<file path="src/verilog/rsc_pkg.sv">
// Purpose: constants and types for the run/stop scan controller
// Assumes: 10 MHz system clock, synchronous active-high reset
// Notes: register offsets are word indices times four
package rsc_pkg;
    // register word offsets (byte addresses)
    localparam logic [7:0] REG_CTRL     = 8'h00;  // run request, variant, cart write
    localparam logic [7:0] REG_STATUS   = 8'h04;  // state, lamps
    localparam logic [7:0] REG_IRQ_STAT = 8'h08;  // sticky events, clear on read
    localparam logic [7:0] REG_IRQ_MASK = 8'h0C;  // interrupt enables
    localparam logic [7:0] REG_PROG     = 8'h10;  // logic block program, 16 outputs
    localparam logic [7:0] REG_MODULES  = 8'h14;  // fieldbus slot, modules present
    localparam logic [7:0] REG_INPUTS   = 8'h18;  // sampled digital inputs
    localparam logic [7:0] REG_OUTPUTS  = 8'h1C;  // driven outputs
    localparam logic [7:0] REG_ANALOG   = 8'h20;  // analog select for inputs 1,2,7,8
    // control fields
    localparam int CTRL_RUN     = 0;
    localparam int CTRL_NODISP  = 1;
    localparam int CTRL_CARTWR  = 2;
    localparam int CTRL_FBADDR0 = 3;
    // event bits
    localparam int EV_STATE   = 0;
    localparam int EV_LINK    = 1;
    localparam int EV_CUTOFF  = 2;
    localparam int EV_CARTREJ = 3;
    localparam int EV_W       = 4;
    // sizes
    localparam int N_IN    = 24;
    localparam int N_OUT   = 16;
    localparam int N_BASE_OUT = 4;
    localparam int N_MARK  = 27;
    localparam int N_MOD   = 4;
    // timing
    localparam int CLK_HZ       = 10_000_000;
    localparam int CUTOFF_MS    = 40;   // outputs reset at least this late, at most 100 ms
    localparam int CUTOFF_CYC   = CLK_HZ / 1000 * CUTOFF_MS;
    localparam int SCAN_US      = 100;
    localparam int SCAN_CYC     = CLK_HZ / 1_000_000 * SCAN_US;
    localparam int FLASH_MS     = 250;
    localparam int FLASH_CYC    = CLK_HZ / 1000 * FLASH_MS;
    // lamp colours
    typedef enum logic [1:0] {LAMP_OFF, LAMP_RED, LAMP_GREEN, LAMP_ORANGE} rsc_lamp_t;
    // scan phases
    typedef enum logic [1:0] {PH_STOP, PH_SAMPLE, PH_EVAL, PH_DRIVE} rsc_phase_t;
    // block function
    typedef enum logic [1:0] {FN_AND, FN_OR, FN_XOR, FN_NAND} rsc_fn_t;
    // connector select: 0..23 inputs, 24..27 unused, 28 lo, 29 hi, 30 x, 31 marker
    localparam logic [4:0] SEL_LO = 5'h1C;
    localparam logic [4:0] SEL_HI = 5'h1D;
    localparam logic [4:0] SEL_X  = 5'h1E;
endpackage

</file>
<file path="src/verilog/rsc_blk_if.sv">
// Purpose: carries one logic block's connectors and result
// Assumes: combinational evaluation
// Notes: four connectors per block
`timescale 1ns/1ps
`default_nettype none
interface rsc_blk_if;
    import rsc_pkg::*;
    logic [4:0] sel [4];   // connector select per block input
    logic [N_IN-1:0] in_vec;  // sampled inputs
    rsc_fn_t    fn;        // block function
    logic       y;         // block result
    modport ctl (output sel, output in_vec, output fn, input y);
    modport blk (input sel, input in_vec, input fn, output y);
endinterface
`default_nettype wire

</file>
<file path="src/verilog/rsc_logic_blk.sv">
// Purpose: one four-input basic logic block
// Assumes: connectors chosen by select codes
// Notes: unused inputs take the neutral level of the function
`timescale 1ns/1ps
`default_nettype none
module rsc_logic_blk
    import rsc_pkg::*;
(
    // block connection
    rsc_blk_if.blk b
);
    logic [3:0] v;  // resolved connector levels

    // resolve a connector; neutral is one for and-type, zero for or-type
    function automatic logic resolve(input logic [4:0] s, input logic [N_IN-1:0] iv, input rsc_fn_t f);
        logic r;
        r = 1'b0;
        if (s == SEL_HI) begin
            r = 1'b1;
        end else if (s == SEL_LO) begin
            r = 1'b0;
        end else if (s < 5'(N_IN)) begin
            r = iv[s];
        end else begin
            r = (f == FN_AND || f == FN_NAND);
        end
        return r;
    endfunction

    // four inputs per block
    always_comb begin
        for (int i = 0; i < 4; i++) begin
            v[i] = resolve(b.sel[i], b.in_vec, b.fn);
        end
        unique case (b.fn)
            FN_AND:  b.y = &v;
            FN_OR:   b.y = |v;
            FN_XOR:  b.y = ^v;
            FN_NAND: b.y = ~&v;
        endcase
    end
endmodule
`default_nettype wire

</file>
<file path="src/verilog/rsc_core.sv">
// Purpose: run/stop scan controller with lamps and link cutoff
// Assumes: inputs synchronous to clk_sys; one program block per output
// Notes: outputs follow two cycles after sampling, in the same scan; lost link clears expansion outputs
//
// Added by the designer: the strobed register port and the placing of the registers.
`timescale 1ns/1ps
`default_nettype none
module rsc_core
    import rsc_pkg::*;
(
    // clock and reset
    input  wire logic              clk_sys,
    input  wire logic              sys_rst,
    // register port
    input  wire logic [7:0]        reg_addr,
    input  wire logic [31:0]       reg_wdata,
    input  wire logic              reg_wr,
    input  wire logic              reg_rd,
    output logic      [31:0]       reg_rdata,
    output logic                   irq,
    // field pins
    input  wire logic [N_IN-1:0]   digital_input_n,
    input  wire logic [3:0]        fast_input_n,
    input  wire logic              fieldbus_supply_ok,
    input  wire logic [N_MOD-1:0]  module_present,
    input  wire logic [N_MOD-1:0]  module_link_ok,
    input  wire logic [N_MOD-1:0]  module_init_done,
    output logic      [N_OUT-1:0]  digital_output_n,
    output logic      [3:0]        fast_count_pulse,
    // lamps
    output rsc_lamp_t              base_lamp,
    output rsc_lamp_t              module_lamp [N_MOD],
    output rsc_lamp_t              fieldbus_lamp
);
    // control registers
    logic [3:0]          ctrl_q;         // run, no-display, cart write, address zero
    logic [EV_W-1:0]     ev_stat_q;      // sticky events
    logic [EV_W-1:0]     ev_mask_q;      // interrupt enables
    logic [1:0]          fn_q [N_OUT];   // block function per output
    logic [4:0]          sel_q [N_OUT][4];
    logic [1:0]          fb_pos_q;       // fieldbus module slot
    logic [3:0]          analog_sel_q;   // inputs 1,2,7,8 read as analog
    // scan state
    rsc_phase_t          phase_q;
    logic [15:0]         scan_cnt_q;     // phase timer
    logic [N_IN-1:0]     img_in_q;       // input image
    logic [N_OUT-1:0]    img_out_q;      // computed output image
    logic [N_OUT-1:0]    y_vec;          // block results
    logic                link_ok;        // all modules communicating
    logic                link_ok_q;
    logic [22:0]         cut_cnt_q;      // cutoff timer
    logic                cut_q;          // expansion outputs forced off
    logic [23:0]         flash_cnt_q;
    logic                flash_q;
    logic [3:0]          fast_prev_q;
    logic [N_MOD-1:0]    mod_reach;      // modules reachable from base

    // one logic block per output
    genvar g;
    generate
        for (g = 0; g < N_OUT; g++) begin : g_blk
            rsc_blk_if bi ();
            assign bi.sel[0] = sel_q[g][0];
            assign bi.sel[1] = sel_q[g][1];
            assign bi.sel[2] = sel_q[g][2];
            assign bi.sel[3] = sel_q[g][3];
            assign bi.in_vec = img_in_q;
            assign bi.fn     = rsc_fn_t'(fn_q[g]);
            assign y_vec[g]  = bi.y;
            rsc_logic_blk u_blk (.b(bi));
        end
    endgenerate

    // modules right of the fieldbus slot lose link without its supply
    always_comb begin
        for (int m = 0; m < N_MOD; m++) begin
            mod_reach[m] = module_link_ok[m] && (fieldbus_supply_ok || m <= int'(fb_pos_q));
        end
        link_ok = &(mod_reach | ~module_present);
    end

    // scan sequencer: stop, or sample/evaluate/drive looping
    always_ff @(posedge clk_sys) begin
        if (sys_rst) begin
            phase_q    <= PH_STOP;
            scan_cnt_q <= 16'h0000;
        end else if (!ctrl_q[CTRL_RUN]) begin
            phase_q    <= PH_STOP;
            scan_cnt_q <= 16'h0000;
        end else begin
            unique case (phase_q)
                PH_STOP:   phase_q <= PH_SAMPLE;
                PH_SAMPLE: phase_q <= PH_EVAL;
                PH_EVAL:   phase_q <= PH_DRIVE;
                PH_DRIVE: begin
                    // wait out the scan period, then loop
                    if (scan_cnt_q >= 16'(SCAN_CYC - 3)) begin
                        scan_cnt_q <= 16'h0000;
                        phase_q    <= PH_SAMPLE;
                    end else begin
                        scan_cnt_q <= scan_cnt_q + 16'h0001;
                    end
                end
            endcase
        end
    end

    // input image: captured only in sample phase; analog-selected inputs read zero
    always_ff @(posedge clk_sys) begin
        if (sys_rst) begin
            img_in_q <= '0;
        end else if (phase_q == PH_SAMPLE) begin
            img_in_q <= digital_input_n;
            // analog use of inputs 1,2,7,8 masks their digital read
            if (analog_sel_q[0]) img_in_q[0] <= 1'b0;
            if (analog_sel_q[1]) img_in_q[1] <= 1'b0;
            if (analog_sel_q[2]) img_in_q[6] <= 1'b0;
            if (analog_sel_q[3]) img_in_q[7] <= 1'b0;
        end
    end

    // program evaluation; image held frozen in stop
    always_ff @(posedge clk_sys) begin
        if (sys_rst) begin
            img_out_q <= '0;
        end else if (phase_q == PH_EVAL) begin
            img_out_q <= y_vec;
        end
    end

    // fast inputs 3..6: edge pulses besides normal digital use
    always_ff @(posedge clk_sys) begin
        if (sys_rst) begin
            fast_prev_q      <= 4'h0;
            fast_count_pulse <= 4'h0;
        end else begin
            fast_prev_q      <= fast_input_n;
            fast_count_pulse <= (phase_q == PH_STOP) ? 4'h0 : (fast_input_n & ~fast_prev_q);
        end
    end

    // link loss timer: expansion outputs reset 40 ms after interruption
    always_ff @(posedge clk_sys) begin
        if (sys_rst) begin
            link_ok_q <= 1'b1;
            cut_cnt_q <= '0;
            cut_q     <= 1'b0;
        end else begin
            link_ok_q <= link_ok;
            if (link_ok) begin
                cut_cnt_q <= '0;
                cut_q     <= 1'b0;
            end else if (cut_cnt_q >= 23'(CUTOFF_CYC - 1)) begin
                cut_q <= 1'b1;
            end else begin
                cut_cnt_q <= cut_cnt_q + 23'h000001;
            end
        end
    end

    // output drive: off in stop, base outputs kept if only modules fail
    always_ff @(posedge clk_sys) begin
        if (sys_rst) begin
            digital_output_n <= '0;
        end else if (phase_q == PH_STOP) begin
            digital_output_n <= '0;
        end else if (phase_q == PH_DRIVE && scan_cnt_q == 16'h0000) begin
            digital_output_n <= img_out_q;
            // expansion outputs numbered after base outputs, in slot order
            if (cut_q) digital_output_n[N_OUT-1:N_BASE_OUT] <= '0;
        end else if (cut_q) begin
            digital_output_n[N_OUT-1:N_BASE_OUT] <= '0;
        end
    end

    // flash timer for zero-address indication
    always_ff @(posedge clk_sys) begin
        if (sys_rst) begin
            flash_cnt_q <= '0;
            flash_q     <= 1'b0;
        end else if (flash_cnt_q >= 24'(FLASH_CYC - 1)) begin
            flash_cnt_q <= '0;
            flash_q     <= ~flash_q;
        end else begin
            flash_cnt_q <= flash_cnt_q + 24'h000001;
        end
    end

    // lamps
    always_ff @(posedge clk_sys) begin
        if (sys_rst) begin
            base_lamp     <= LAMP_RED;
            fieldbus_lamp <= LAMP_RED;
            for (int m = 0; m < N_MOD; m++) module_lamp[m] <= LAMP_OFF;
        end else begin
            base_lamp <= ctrl_q[CTRL_NODISP] ? ((phase_q == PH_STOP) ? LAMP_RED : LAMP_GREEN) : LAMP_OFF;
            for (int m = 0; m < N_MOD; m++) begin
                if (!module_present[m])       module_lamp[m] <= LAMP_OFF;
                else if (!module_init_done[m]) module_lamp[m] <= LAMP_ORANGE;
                else if (!mod_reach[m])        module_lamp[m] <= LAMP_RED;
                else                           module_lamp[m] <= LAMP_GREEN;
            end
            if (ctrl_q[CTRL_FBADDR0])    fieldbus_lamp <= flash_q ? LAMP_RED : LAMP_ORANGE;
            else if (fieldbus_supply_ok) fieldbus_lamp <= LAMP_GREEN;
            else                         fieldbus_lamp <= LAMP_RED;
        end
    end

    // register writes; cartridge write refused without display
    always_ff @(posedge clk_sys) begin
        if (sys_rst) begin
            ctrl_q       <= 4'h0;
            fb_pos_q     <= 2'h0;
            analog_sel_q <= 4'h0;
            ev_mask_q    <= '0;
            for (int o = 0; o < N_OUT; o++) begin
                fn_q[o] <= 2'h0;
                for (int k = 0; k < 4; k++) sel_q[o][k] <= SEL_X;
            end
        end else if (reg_wr) begin
            unique case (reg_addr)
                REG_CTRL: begin
                    ctrl_q <= reg_wdata[3:0];
                    if (reg_wdata[CTRL_NODISP]) ctrl_q[CTRL_CARTWR] <= 1'b0;
                end
                REG_IRQ_MASK: ev_mask_q <= reg_wdata[EV_W-1:0];
                REG_PROG: begin
                    // [27:24] output, [23:22] fn, [19:0] four selects
                    fn_q[reg_wdata[27:24]] <= reg_wdata[23:22];
                    for (int k = 0; k < 4; k++) sel_q[reg_wdata[27:24]][k] <= reg_wdata[5*k +: 5];
                end
                REG_MODULES: fb_pos_q     <= reg_wdata[1:0];
                REG_ANALOG:  analog_sel_q <= reg_wdata[3:0];
                default: ;
            endcase
        end
    end

    logic [EV_W-1:0]     ev_set;         // events raised this cycle

    // event sources, one bit each
    always_comb begin
        ev_set              = '0;
        ev_set[EV_STATE]    = (phase_q == PH_STOP) != !ctrl_q[CTRL_RUN];
        ev_set[EV_LINK]     = link_ok_q != link_ok;
        ev_set[EV_CUTOFF]   = !link_ok && cut_cnt_q == 23'(CUTOFF_CYC - 1);
        ev_set[EV_CARTREJ]  = reg_wr && reg_addr == REG_CTRL && reg_wdata[CTRL_NODISP] && reg_wdata[CTRL_CARTWR];
    end

    // sticky events, read clears; set wins over clear so no event is lost
    always_ff @(posedge clk_sys) begin
        if (sys_rst) begin
            ev_stat_q <= '0;
        end else if (reg_rd && reg_addr == REG_IRQ_STAT) begin
            ev_stat_q <= ev_set;
        end else begin
            ev_stat_q <= ev_stat_q | ev_set;
        end
    end

    // read data one cycle later, zero on unmapped
    always_ff @(posedge clk_sys) begin
        if (sys_rst) begin
            reg_rdata <= 32'h0000_0000;
            irq       <= 1'b0;
        end else begin
            irq       <= |(ev_stat_q & ev_mask_q);
            reg_rdata <= 32'h0000_0000;
            if (reg_rd) begin
                unique case (reg_addr)
                    REG_CTRL:     reg_rdata <= {28'h0, ctrl_q};
                    REG_STATUS:   reg_rdata <= {24'h0, fieldbus_lamp, base_lamp, cut_q, link_ok_q, phase_q};
                    REG_IRQ_STAT: reg_rdata <= {28'h0, ev_stat_q};
                    REG_IRQ_MASK: reg_rdata <= {28'h0, ev_mask_q};
                    REG_MODULES:  reg_rdata <= {24'h0, module_present, 2'h0, fb_pos_q};
                    REG_INPUTS:   reg_rdata <= {8'h0, img_in_q};
                    REG_OUTPUTS:  reg_rdata <= {16'h0, digital_output_n};
                    REG_ANALOG:   reg_rdata <= {28'h0, analog_sel_q};
                    default:      reg_rdata <= 32'h0000_0000;
                endcase
            end
        end
    end

    // stop keeps outputs off
    property p_stop_off;
        @(posedge clk_sys) disable iff (sys_rst)
        (phase_q == PH_STOP) |=> (digital_output_n == '0);
    endproperty
    a_stop_off: assert property (p_stop_off) else $error("outputs on in stop");

    // stop does not sample
    property p_stop_nosample;
        @(posedge clk_sys) disable iff (sys_rst)
        (phase_q == PH_STOP) |=> $stable(img_in_q);
    endproperty
    a_stop_nosample: assert property (p_stop_nosample) else $error("input sampled in stop");

    // run steps from sample to eval
    property p_run_seq;
        @(posedge clk_sys) disable iff (sys_rst)
        (phase_q == PH_SAMPLE && ctrl_q[CTRL_RUN]) |=> (phase_q == PH_EVAL);
    endproperty
    a_run_seq: assert property (p_run_seq) else $error("sample not followed by eval");

    // scan repeats; a full pass is one scan period long
    localparam int SCAN_MAX = SCAN_CYC;  // longest gap between two samples
    property p_loop;
        @(posedge clk_sys) disable iff (sys_rst)
        (phase_q == PH_SAMPLE) |-> ##[1:SCAN_MAX] (phase_q == PH_SAMPLE || phase_q == PH_STOP);
    endproperty
    a_loop: assert property (p_loop) else $error("scan did not repeat");

    // no-display lamp green in run
    property p_lamp;
        @(posedge clk_sys) disable iff (sys_rst)
        (ctrl_q[CTRL_NODISP] && phase_q == PH_DRIVE) |=> (base_lamp == LAMP_GREEN);
    endproperty
    a_lamp: assert property (p_lamp) else $error("lamp not green in run");

    // cutoff never before the least time
    property p_cut;
        @(posedge clk_sys) disable iff (sys_rst)
        $rose(cut_q) |-> (cut_cnt_q == 23'(CUTOFF_CYC - 1));
    endproperty
    a_cut: assert property (p_cut) else $error("cutoff timing wrong");

    // no cartridge write without display
    property p_cart;
        @(posedge clk_sys) disable iff (sys_rst)
        ctrl_q[CTRL_NODISP] |-> !ctrl_q[CTRL_CARTWR];
    endproperty
    a_cart: assert property (p_cart) else $error("cartridge write allowed");

    // zero address flashes
    property p_flash;
        @(posedge clk_sys) disable iff (sys_rst)
        ctrl_q[CTRL_FBADDR0] ##1 ctrl_q[CTRL_FBADDR0] |-> (fieldbus_lamp == LAMP_RED || fieldbus_lamp == LAMP_ORANGE);
    endproperty
    a_flash: assert property (p_flash) else $error("zero address not flashing");

    // cutoff keeps expansion outputs off
    property p_cut_off;
        @(posedge clk_sys) disable iff (sys_rst)
        cut_q |=> (digital_output_n[N_OUT-1:N_BASE_OUT] == '0);
    endproperty
    a_cut_off: assert property (p_cut_off) else $error("expansion outputs on after cutoff");

    // stop reads no fast inputs either
    property p_stop_nopulse;
        @(posedge clk_sys) disable iff (sys_rst)
        (phase_q == PH_STOP) |=> (fast_count_pulse == 4'h0);
    endproperty
    a_stop_nopulse: assert property (p_stop_nopulse) else $error("fast pulse in stop");
endmodule
`default_nettype wire

</file>
<file path="config.mk">
export PLATFORM = sky130hd
export DESIGN_NAME = rsc_core
export DESIGN_NICKNAME = d
export VERILOG_FILES = /design/src/verilog/rsc_pkg.sv /design/src/verilog/rsc_blk_if.sv /design/src/verilog/rsc_logic_blk.sv /design/src/verilog/rsc_core.sv
export SDC_FILE = /design/constraint.sdc
export NUM_CORES = 2
export LEC_CHECK = 0
export CAP_MARGIN = 25
export CORE_MARGIN = 2
export CORE_UTILIZATION = 24
export CTS_BUF_LIST = sky130_fd_sc_hd__clkbuf_2
export DETAILED_ROUTE_END_ITERATION = 10
export DONT_BUFFER_PORTS = 1
export PLACE_DENSITY = 0.38
export SYNTH_ARGS = -nofsm -noshare
export SYNTH_HDL_FRONTEND = slang
export SYNTH_SLANG_ARGS = --single-unit
</file>
<file path="constraint.sdc">
create_clock -name clk_sys -period 3.42 [get_ports clk_sys]
set_input_delay 0.684 -clock clk_sys [delete_from_list [all_inputs] [get_ports clk_sys]]
set_output_delay 0.684 -clock clk_sys [all_outputs]
set_load 0.05 [all_outputs]
</file>
# After elaboration in Yosys (flattened, before gate mapping)
# Memories as Yosys holds them, arrays and structs flattened.
# Index checks and enable logic that the tools add are counted.
# word_totals
ff_bits,195
output_inout_bits,65
ramBits,352
memories,2
wordCells,877
# memory_table
name,words,word_bits,read_ports,rd_ports_with_merged_regs,write_ports,line,rtl
sel_q,16,20,16,0,16,rsc_core.sv:40,logic [4:0] sel_q [N_OUT][4];
fn_q,16,2,16,0,16,rsc_core.sv:39,logic [1:0] fn_q [N_OUT];
# op_classes
reduce_logical,132
n_bitwise,14
muxes,374
eq_ne,191
n_lt_le_gt_ge,134
n_addsub,3
# op_table
operator,count
equality test 5 bit (second input constant),128
< comparator 5 x 6 -> 1 bit (second input constant),64
binary-select mux 1 bit (select 5 bit),64
< comparator 5 bit (second input constant),64
2-to-1 mux 1 bit,270
one-hot mux 24 bit (8 select lines),1
equality test 2 bit (second input constant),34
AND reduction 4 bit,17
OR reduction 4 bit,17
one-hot mux 1 bit (4 select lines),16
XOR reduction 4 bit,16
2-to-1 mux 12 bit,3
equality test 2 x 1 -> 1 bit (second input constant),17
zero test 2 bit,17
equality test 8 x 5 -> 1 bit (second input constant),4
2-to-1 mux 2 bit,14
adder 24 x 1 -> 24 bit (second input constant),1
greater-or-equal comparator 24 x 22 -> 1 bit (second input constant),1
adder 23 x 1 -> 23 bit (second input constant),1
equality test 23 x 19 -> 1 bit (second input constant),1
greater-or-equal comparator 23 x 19 -> 1 bit (second input constant),1
OR reduction 2 bit,11
2-to-1 mux 20 bit,1
OR reduction 20 bit,1
23 further kinds,84

# Longest topological paths before layout
# depth
ltp_word,9
mapped_depth,14
mapped_depth_nobuf,13

# Cells and area by module
# Synthesis repeated with hierarchy kept, for this count alone.
# hier_totals
cells_unflattened,3268
hier_area_um2,39923.3
# modules_own_cells
module,area_each_um2,cells_per_inst,n_inst
rsc_core,21197.8,1624,1
rsc_logic_blk at g_blk[0].u_blk ...,1168.6,104,13
rsc_logic_blk at g_blk[11].u_blk ...,1188.6,95,2
rsc_logic_blk at g_blk[8].u_blk,1156.1,102,1

# Worst setup path after synthesis
# OpenSTA, ideal clock, no wires.
# synth_path
kind,input to register
start,input port reg_addr[3]
end,"memory fn_q[0][0], enable pin"
setup_time_ns,0.352
n_path_buf,2
t_arrival_ns,2.693
slack_ns,0.375
stages,7
cell_sequence,buf_2 or3_4 nor4_4 nand2_4 nor3_4 clkbuf_1 or2_2
# synth_lines
item,line,rtl
"start, declared",rsc_core.sv:15,"input wire logic [7:0] reg_addr,"
"end, declared",rsc_core.sv:39,

# Final worst setup path
# layout_path
start,"register img_in_q[23], in the netlist g_blk[0].bi.in_vec[23]"
end,register img_out_q[15]
# layout_via
elab_chain_cells,8
# layout_lines
item,line,rtl
"start, declared",rsc_core.sv:46,logic [N_IN-1:0] img_in_q;
"start signal, assigned",rsc_core.sv:113,img_in_q <= digital_input_n;
binary-select mux 1 bit (select 5 bit),rsc_logic_blk.sv:23,r = iv[s];
2-to-1 mux 1 bit (implied by the code),rsc_logic_blk.sv:23,
2-to-1 mux 1 bit,rsc_logic_blk.sv:22,end else if (s < 5'(N_IN)) begin
2-to-1 mux 1 bit,rsc_logic_blk.sv:20,end else if (s == SEL_LO) begin
2-to-1 mux 1 bit,rsc_logic_blk.sv:18,if (s == SEL_HI) begin
AND reduction 4 bit,"rsc_logic_blk.sv:36, rsc_logic_blk.sv:39",
zero test 1 bit,rsc_logic_blk.sv:39,FN_NAND: b.y = ~&v;
one-hot mux 1 bit (4 select lines) (*),rsc_logic_blk.sv:35,unique case (b.fn)
"end signal, assigned",rsc_core.sv:127,img_out_q <= y_vec;
"end, declared",rsc_core.sv:47,logic [N_OUT-1:0] img_out_q;
# Mark *: on every way between the ends. The rest lies on a longest branch, timed or not. The select of a mux whose other input is x is not followed.
# A chain may end at the register's enable or synchronous reset.

==> reports/results.tsv <==
metric	value	unit
most common cell after layout, fill and taps aside	edfxtp_1	
worst path cell trace	buf_4 -> mux4_2 -> mux2_2 -> o221ai_1 -> and3_1 -> a41oi_1 -> ha_1 -> xor2_1 -> a222oi_1 -> mux2i_1 -> mux2i_1 -> nor2_1	
Routed WL	166.9	mm
Initial Util	24.16	%
Power Total	0.01464	W
# rows	147	
Worst Tran Pin Value	1.053	ns
Post-Syn Instances	3479	
GRT Overall Usage	20.16	%
CTS Buf Count	167	
Critical Path Fanout Max	21	
commonest cells after routing, fill and taps aside	edfxtp_1, mux4_2, clkbuf_2	
CORE AREA	160600	um2
slew margin rel.	29.83	%
CTS root buf	clkbuf_2	
share of cells above drive strength 1	25.05	%
number of flops mapped to enable cells by yosys	352	
Fill cells	16620	
clk sink count	539	
vias in the first global route	31350	
unrepaired setup endpoints after global routing	no	
most used cell, CP	mux2i_1	
Worst Hold Class	input pin to register	
crit path launch type	register	
initial antenna violation count	40	
DRT Pass-1 Iters	7	
Adder-Cell Fraction of Synth Area	4.450	%
Worst Setup SP	g_blk[0].bi.in_vec[23]	
Placed Cells	5462	
Sum Neg Setup Slack	0	ns
Synth Area in Simple Gates	17.17	%
hpwl dp	98.58	mm
crit path max-delay cell type	dfxtp_4	
gr ovfl total	0	
Syn-to-layout area delta	19.97	%
critical path capture point	img_out_q[15]	
RR Startpoint	g_blk[0].bi.in_vec[23]	
flops & latches, synth	539	
crit path time final	3.254	ns
worst r2r path cells	12	
H-Tree Depth	4	
mux share of post-synthesis cell area	27.34	%
DRC Markers	0	
Boundary Pins	150	
VDD IR max	0.0003008	V
largest family of logic cells by synthesized area	multiplexers	
ys flop type	edfxtp_1	
Routed WL per cell	27.63	um
Clock Latency Late Sink	1.59	ns
crit path DAT	4.61	ns
Max-Cap Viols	0	
f_max	0.3073	GHz
Synth Area in XOR/XNOR	0.9481	%
setup violators final	0	
1st-iter DRT viols	3349	
DR vias	31930	
CTS tree	built	
Finished Layout Cells	6039	
DR vias/cell	5.286	
power per cell area	314.5	nW/um2
Mapped Area	38800	um2
deepest clock path buffer count	3	
post-route ant nets	0	
Hold Vio Cnt, Final	0	
clock skew	0.1521	ns
worst reg-to-reg setup slack	0.17	ns
Die Ht	406.1	um
largest net degree at the start of global routing	99	
run status	completed	
die width	406.1	um
count of buffers from port buffering	0	
Clk pin slew, worst setup/hold paths	0.10	ns
Netlist cell types	80	
Avg Cell Area, Syn	11.15	um2
first-pass GRT wire length	239.2	mm
Final Cycle Share	95.15	%
Pins Over Slew Limit	0	
Final Wtd Congestion	0.7912	
Worst Setup End Kind	register	
reg2reg end	img_out_q[15]	
compound-cell area share of the yosys netlist	8.566	%
Yosys warning count	0	
LEAKAGE	16.31	nW
Critical Path RT	4.78	ns
Post-synth ARST share	0	%
Die ar.	164900	um2
fin nets	3940	
max incr delay on CP	0.68	ns
Setup CP Type	register to register	
register area share after synthesis	36.89	%
repair_timing:
item / CTS / global route
setup endpoints to repair: 0 / 4
hold endpoints to repair: 889 / 129
gates resized for setup: 0 / 2
hold buffers: 240 / 1
buffers inserted: 0 / 5
cell usage after synthesis, types with 19 or more instances:
| library cell | instances | share of area, % |
|---|---|---|
| nor2_1 | 182 | 1.8 |
| a31oi_1 | 19 | 0.31 |
| or2_2 | 19 | 0.31 |
| dfxtp_1 | 187 | 9.6 |
| mux4_2 | 351 | 20 |
| nand4_1 | 25 | 0.40 |
| nor3b_1 | 19 | 0.37 |
| or3_1 | 207 | 3.3 |
| xor2_1 | 30 | 0.68 |
| and2_1 | 112 | 1.8 |
| nand2_1 | 239 | 2.3 |
| and3_1 | 29 | 0.47 |
| o22ai_1 | 44 | 0.71 |
| ha_1 | 138 | 4.5 |
| o211ai_1 | 37 | 0.72 |
| inv_1 | 76 | 0.74 |
| nor3_1 | 28 | 0.36 |
| nand3b_1 | 36 | 0.70 |
| mux2_2 | 57 | 1.7 |
| o21ai_0 | 45 | 0.58 |
| clkbuf_1 | 327 | 3.2 |
| nor2b_1 | 88 | 1.4 |
| a21oi_1 | 112 | 1.4 |
| a211oi_1 | 49 | 0.95 |
| o22a_1 | 40 | 0.90 |
| buf_2 | 29 | 0.37 |
| edfxtp_1 | 352 | 27 |
| mux2i_1 | 206 | 5.3 |
| nand3_1 | 58 | 0.75 |
| o31ai_1 | 19 | 0.37 |
| nand2b_1 | 113 | 1.8 |
power by group:
group	internal, W	switching [W]	leakage, nW	total, W
logic	0.000797	0.000951	10.2	0.00175
clock network	0.00197	0.00336	1.13	0.00533
registers	0.00713	0.000434	5.02	0.00757
total	0.00990	0.00474	16.3	0.0146
through the flow:
step | hold WS, ns | cell area [um2] | setup slack [ns] | utilization, %
4_1_cts | 0.003244 | 46390 | 0.1037 | 28.89
3_5_place_dp | 0.3791 | 42200 | 0.2526 | 26.28
6_report | 0.1988 | 46550 | 0.1657 | 28.99
3_3_place_gp | 0.3785 | 42200 | 0.2564 | 26.28
5_1_grt | 0.03373 | 46480 | 0.001333 | 28.94
2_1_floorplan | 0.3721 | 38830 | 0.3745 | -
registers in the layout, summed over array words and instances, names as in the netlist, 8 cells and up:
register,count
flash_cnt_q,24
digital_output_n,16
img_out_q,16
sel_q,320
scan_cnt_q,16
cut_cnt_q,23
fn_q,32
g_blk.bi.in_vec,24
reg_rdata,24
module_lamp,8
final cells by class:
class | instances | area (um2) | share of cell area, %
sequential | 539 | 14400 | 30.95
clock buffer | 242 | 1211 | 2.602
tap | 2160 | 2703 | 5.806
multi-input combinational | 2493 | 22740 | 48.86
antenna | 38 | 95.09 | 0.2043
timing repair buffer | 439 | 4828 | 10.37
inverter | 77 | 289.0 | 0.6210
clock inverter | 51 | 274.0 | 0.5887
how the worst min path moves through the flow:
| stage | endpoint | slack [ns] | start | cells past startpoint |
|---|---|---|---|---|
| final | reg_rdata[4] | 0.20 | reg_addr[3] | 6 |
| after global routing | sel_q[4][5] | 0.03 | reg_wdata[10] | 3 |
| after CTS | reg_rdata[0] | 0.003 | reg_addr[7] | 4 |
| after detailed placement | fast_count_pulse[2] | 0.38 | fast_prev_q[2] | 1 |
| after global placement | fast_count_pulse[1] | 0.38 | fast_prev_q[1] | 1 |
| after floorplan | fast_count_pulse[0] | 0.37 | fast_prev_q[0] | 1 |
kinds of logic after synthesis:
| logic type | Yosys count |
|---|---|
| DFF | 539 |
| AOI/OAI and AO/OA | 479 |
| muxes | 614 |
| other | 1 |
| adders and majority gates | 138 |
| xor gates and xnor gates | 42 |
| and+or+nand+nor | 1210 |
| buffers and inverters | 456 |
layer usage:
metal / routed length, um / GRT usage, % / vias up
met3: 14450 / 4.790 / 242
met4: 4268 / 6.887 / 4
met1: 73060 / 27.67 / 16250
li1: - / - / 13880
met2: 75080 / 30.93 / 1549
met5: 27 / 0 / -
worst max-delay path, delay by kind of cell (launching register included):
family / cells / cell delay [ns]
DFF: 1 / 0.68
buffers and inverters: 1 / 0.39
AOI/OAI and AO/OA: 3 / 0.59
muxes: 4 / 0.69
adders and majority gates: 1 / 0.30
xor gates and xnor gates: 1 / 0.16
and+or+nand+nor: 2 / 0.27
No activity file was read; power rests on OpenSTA's default activity.
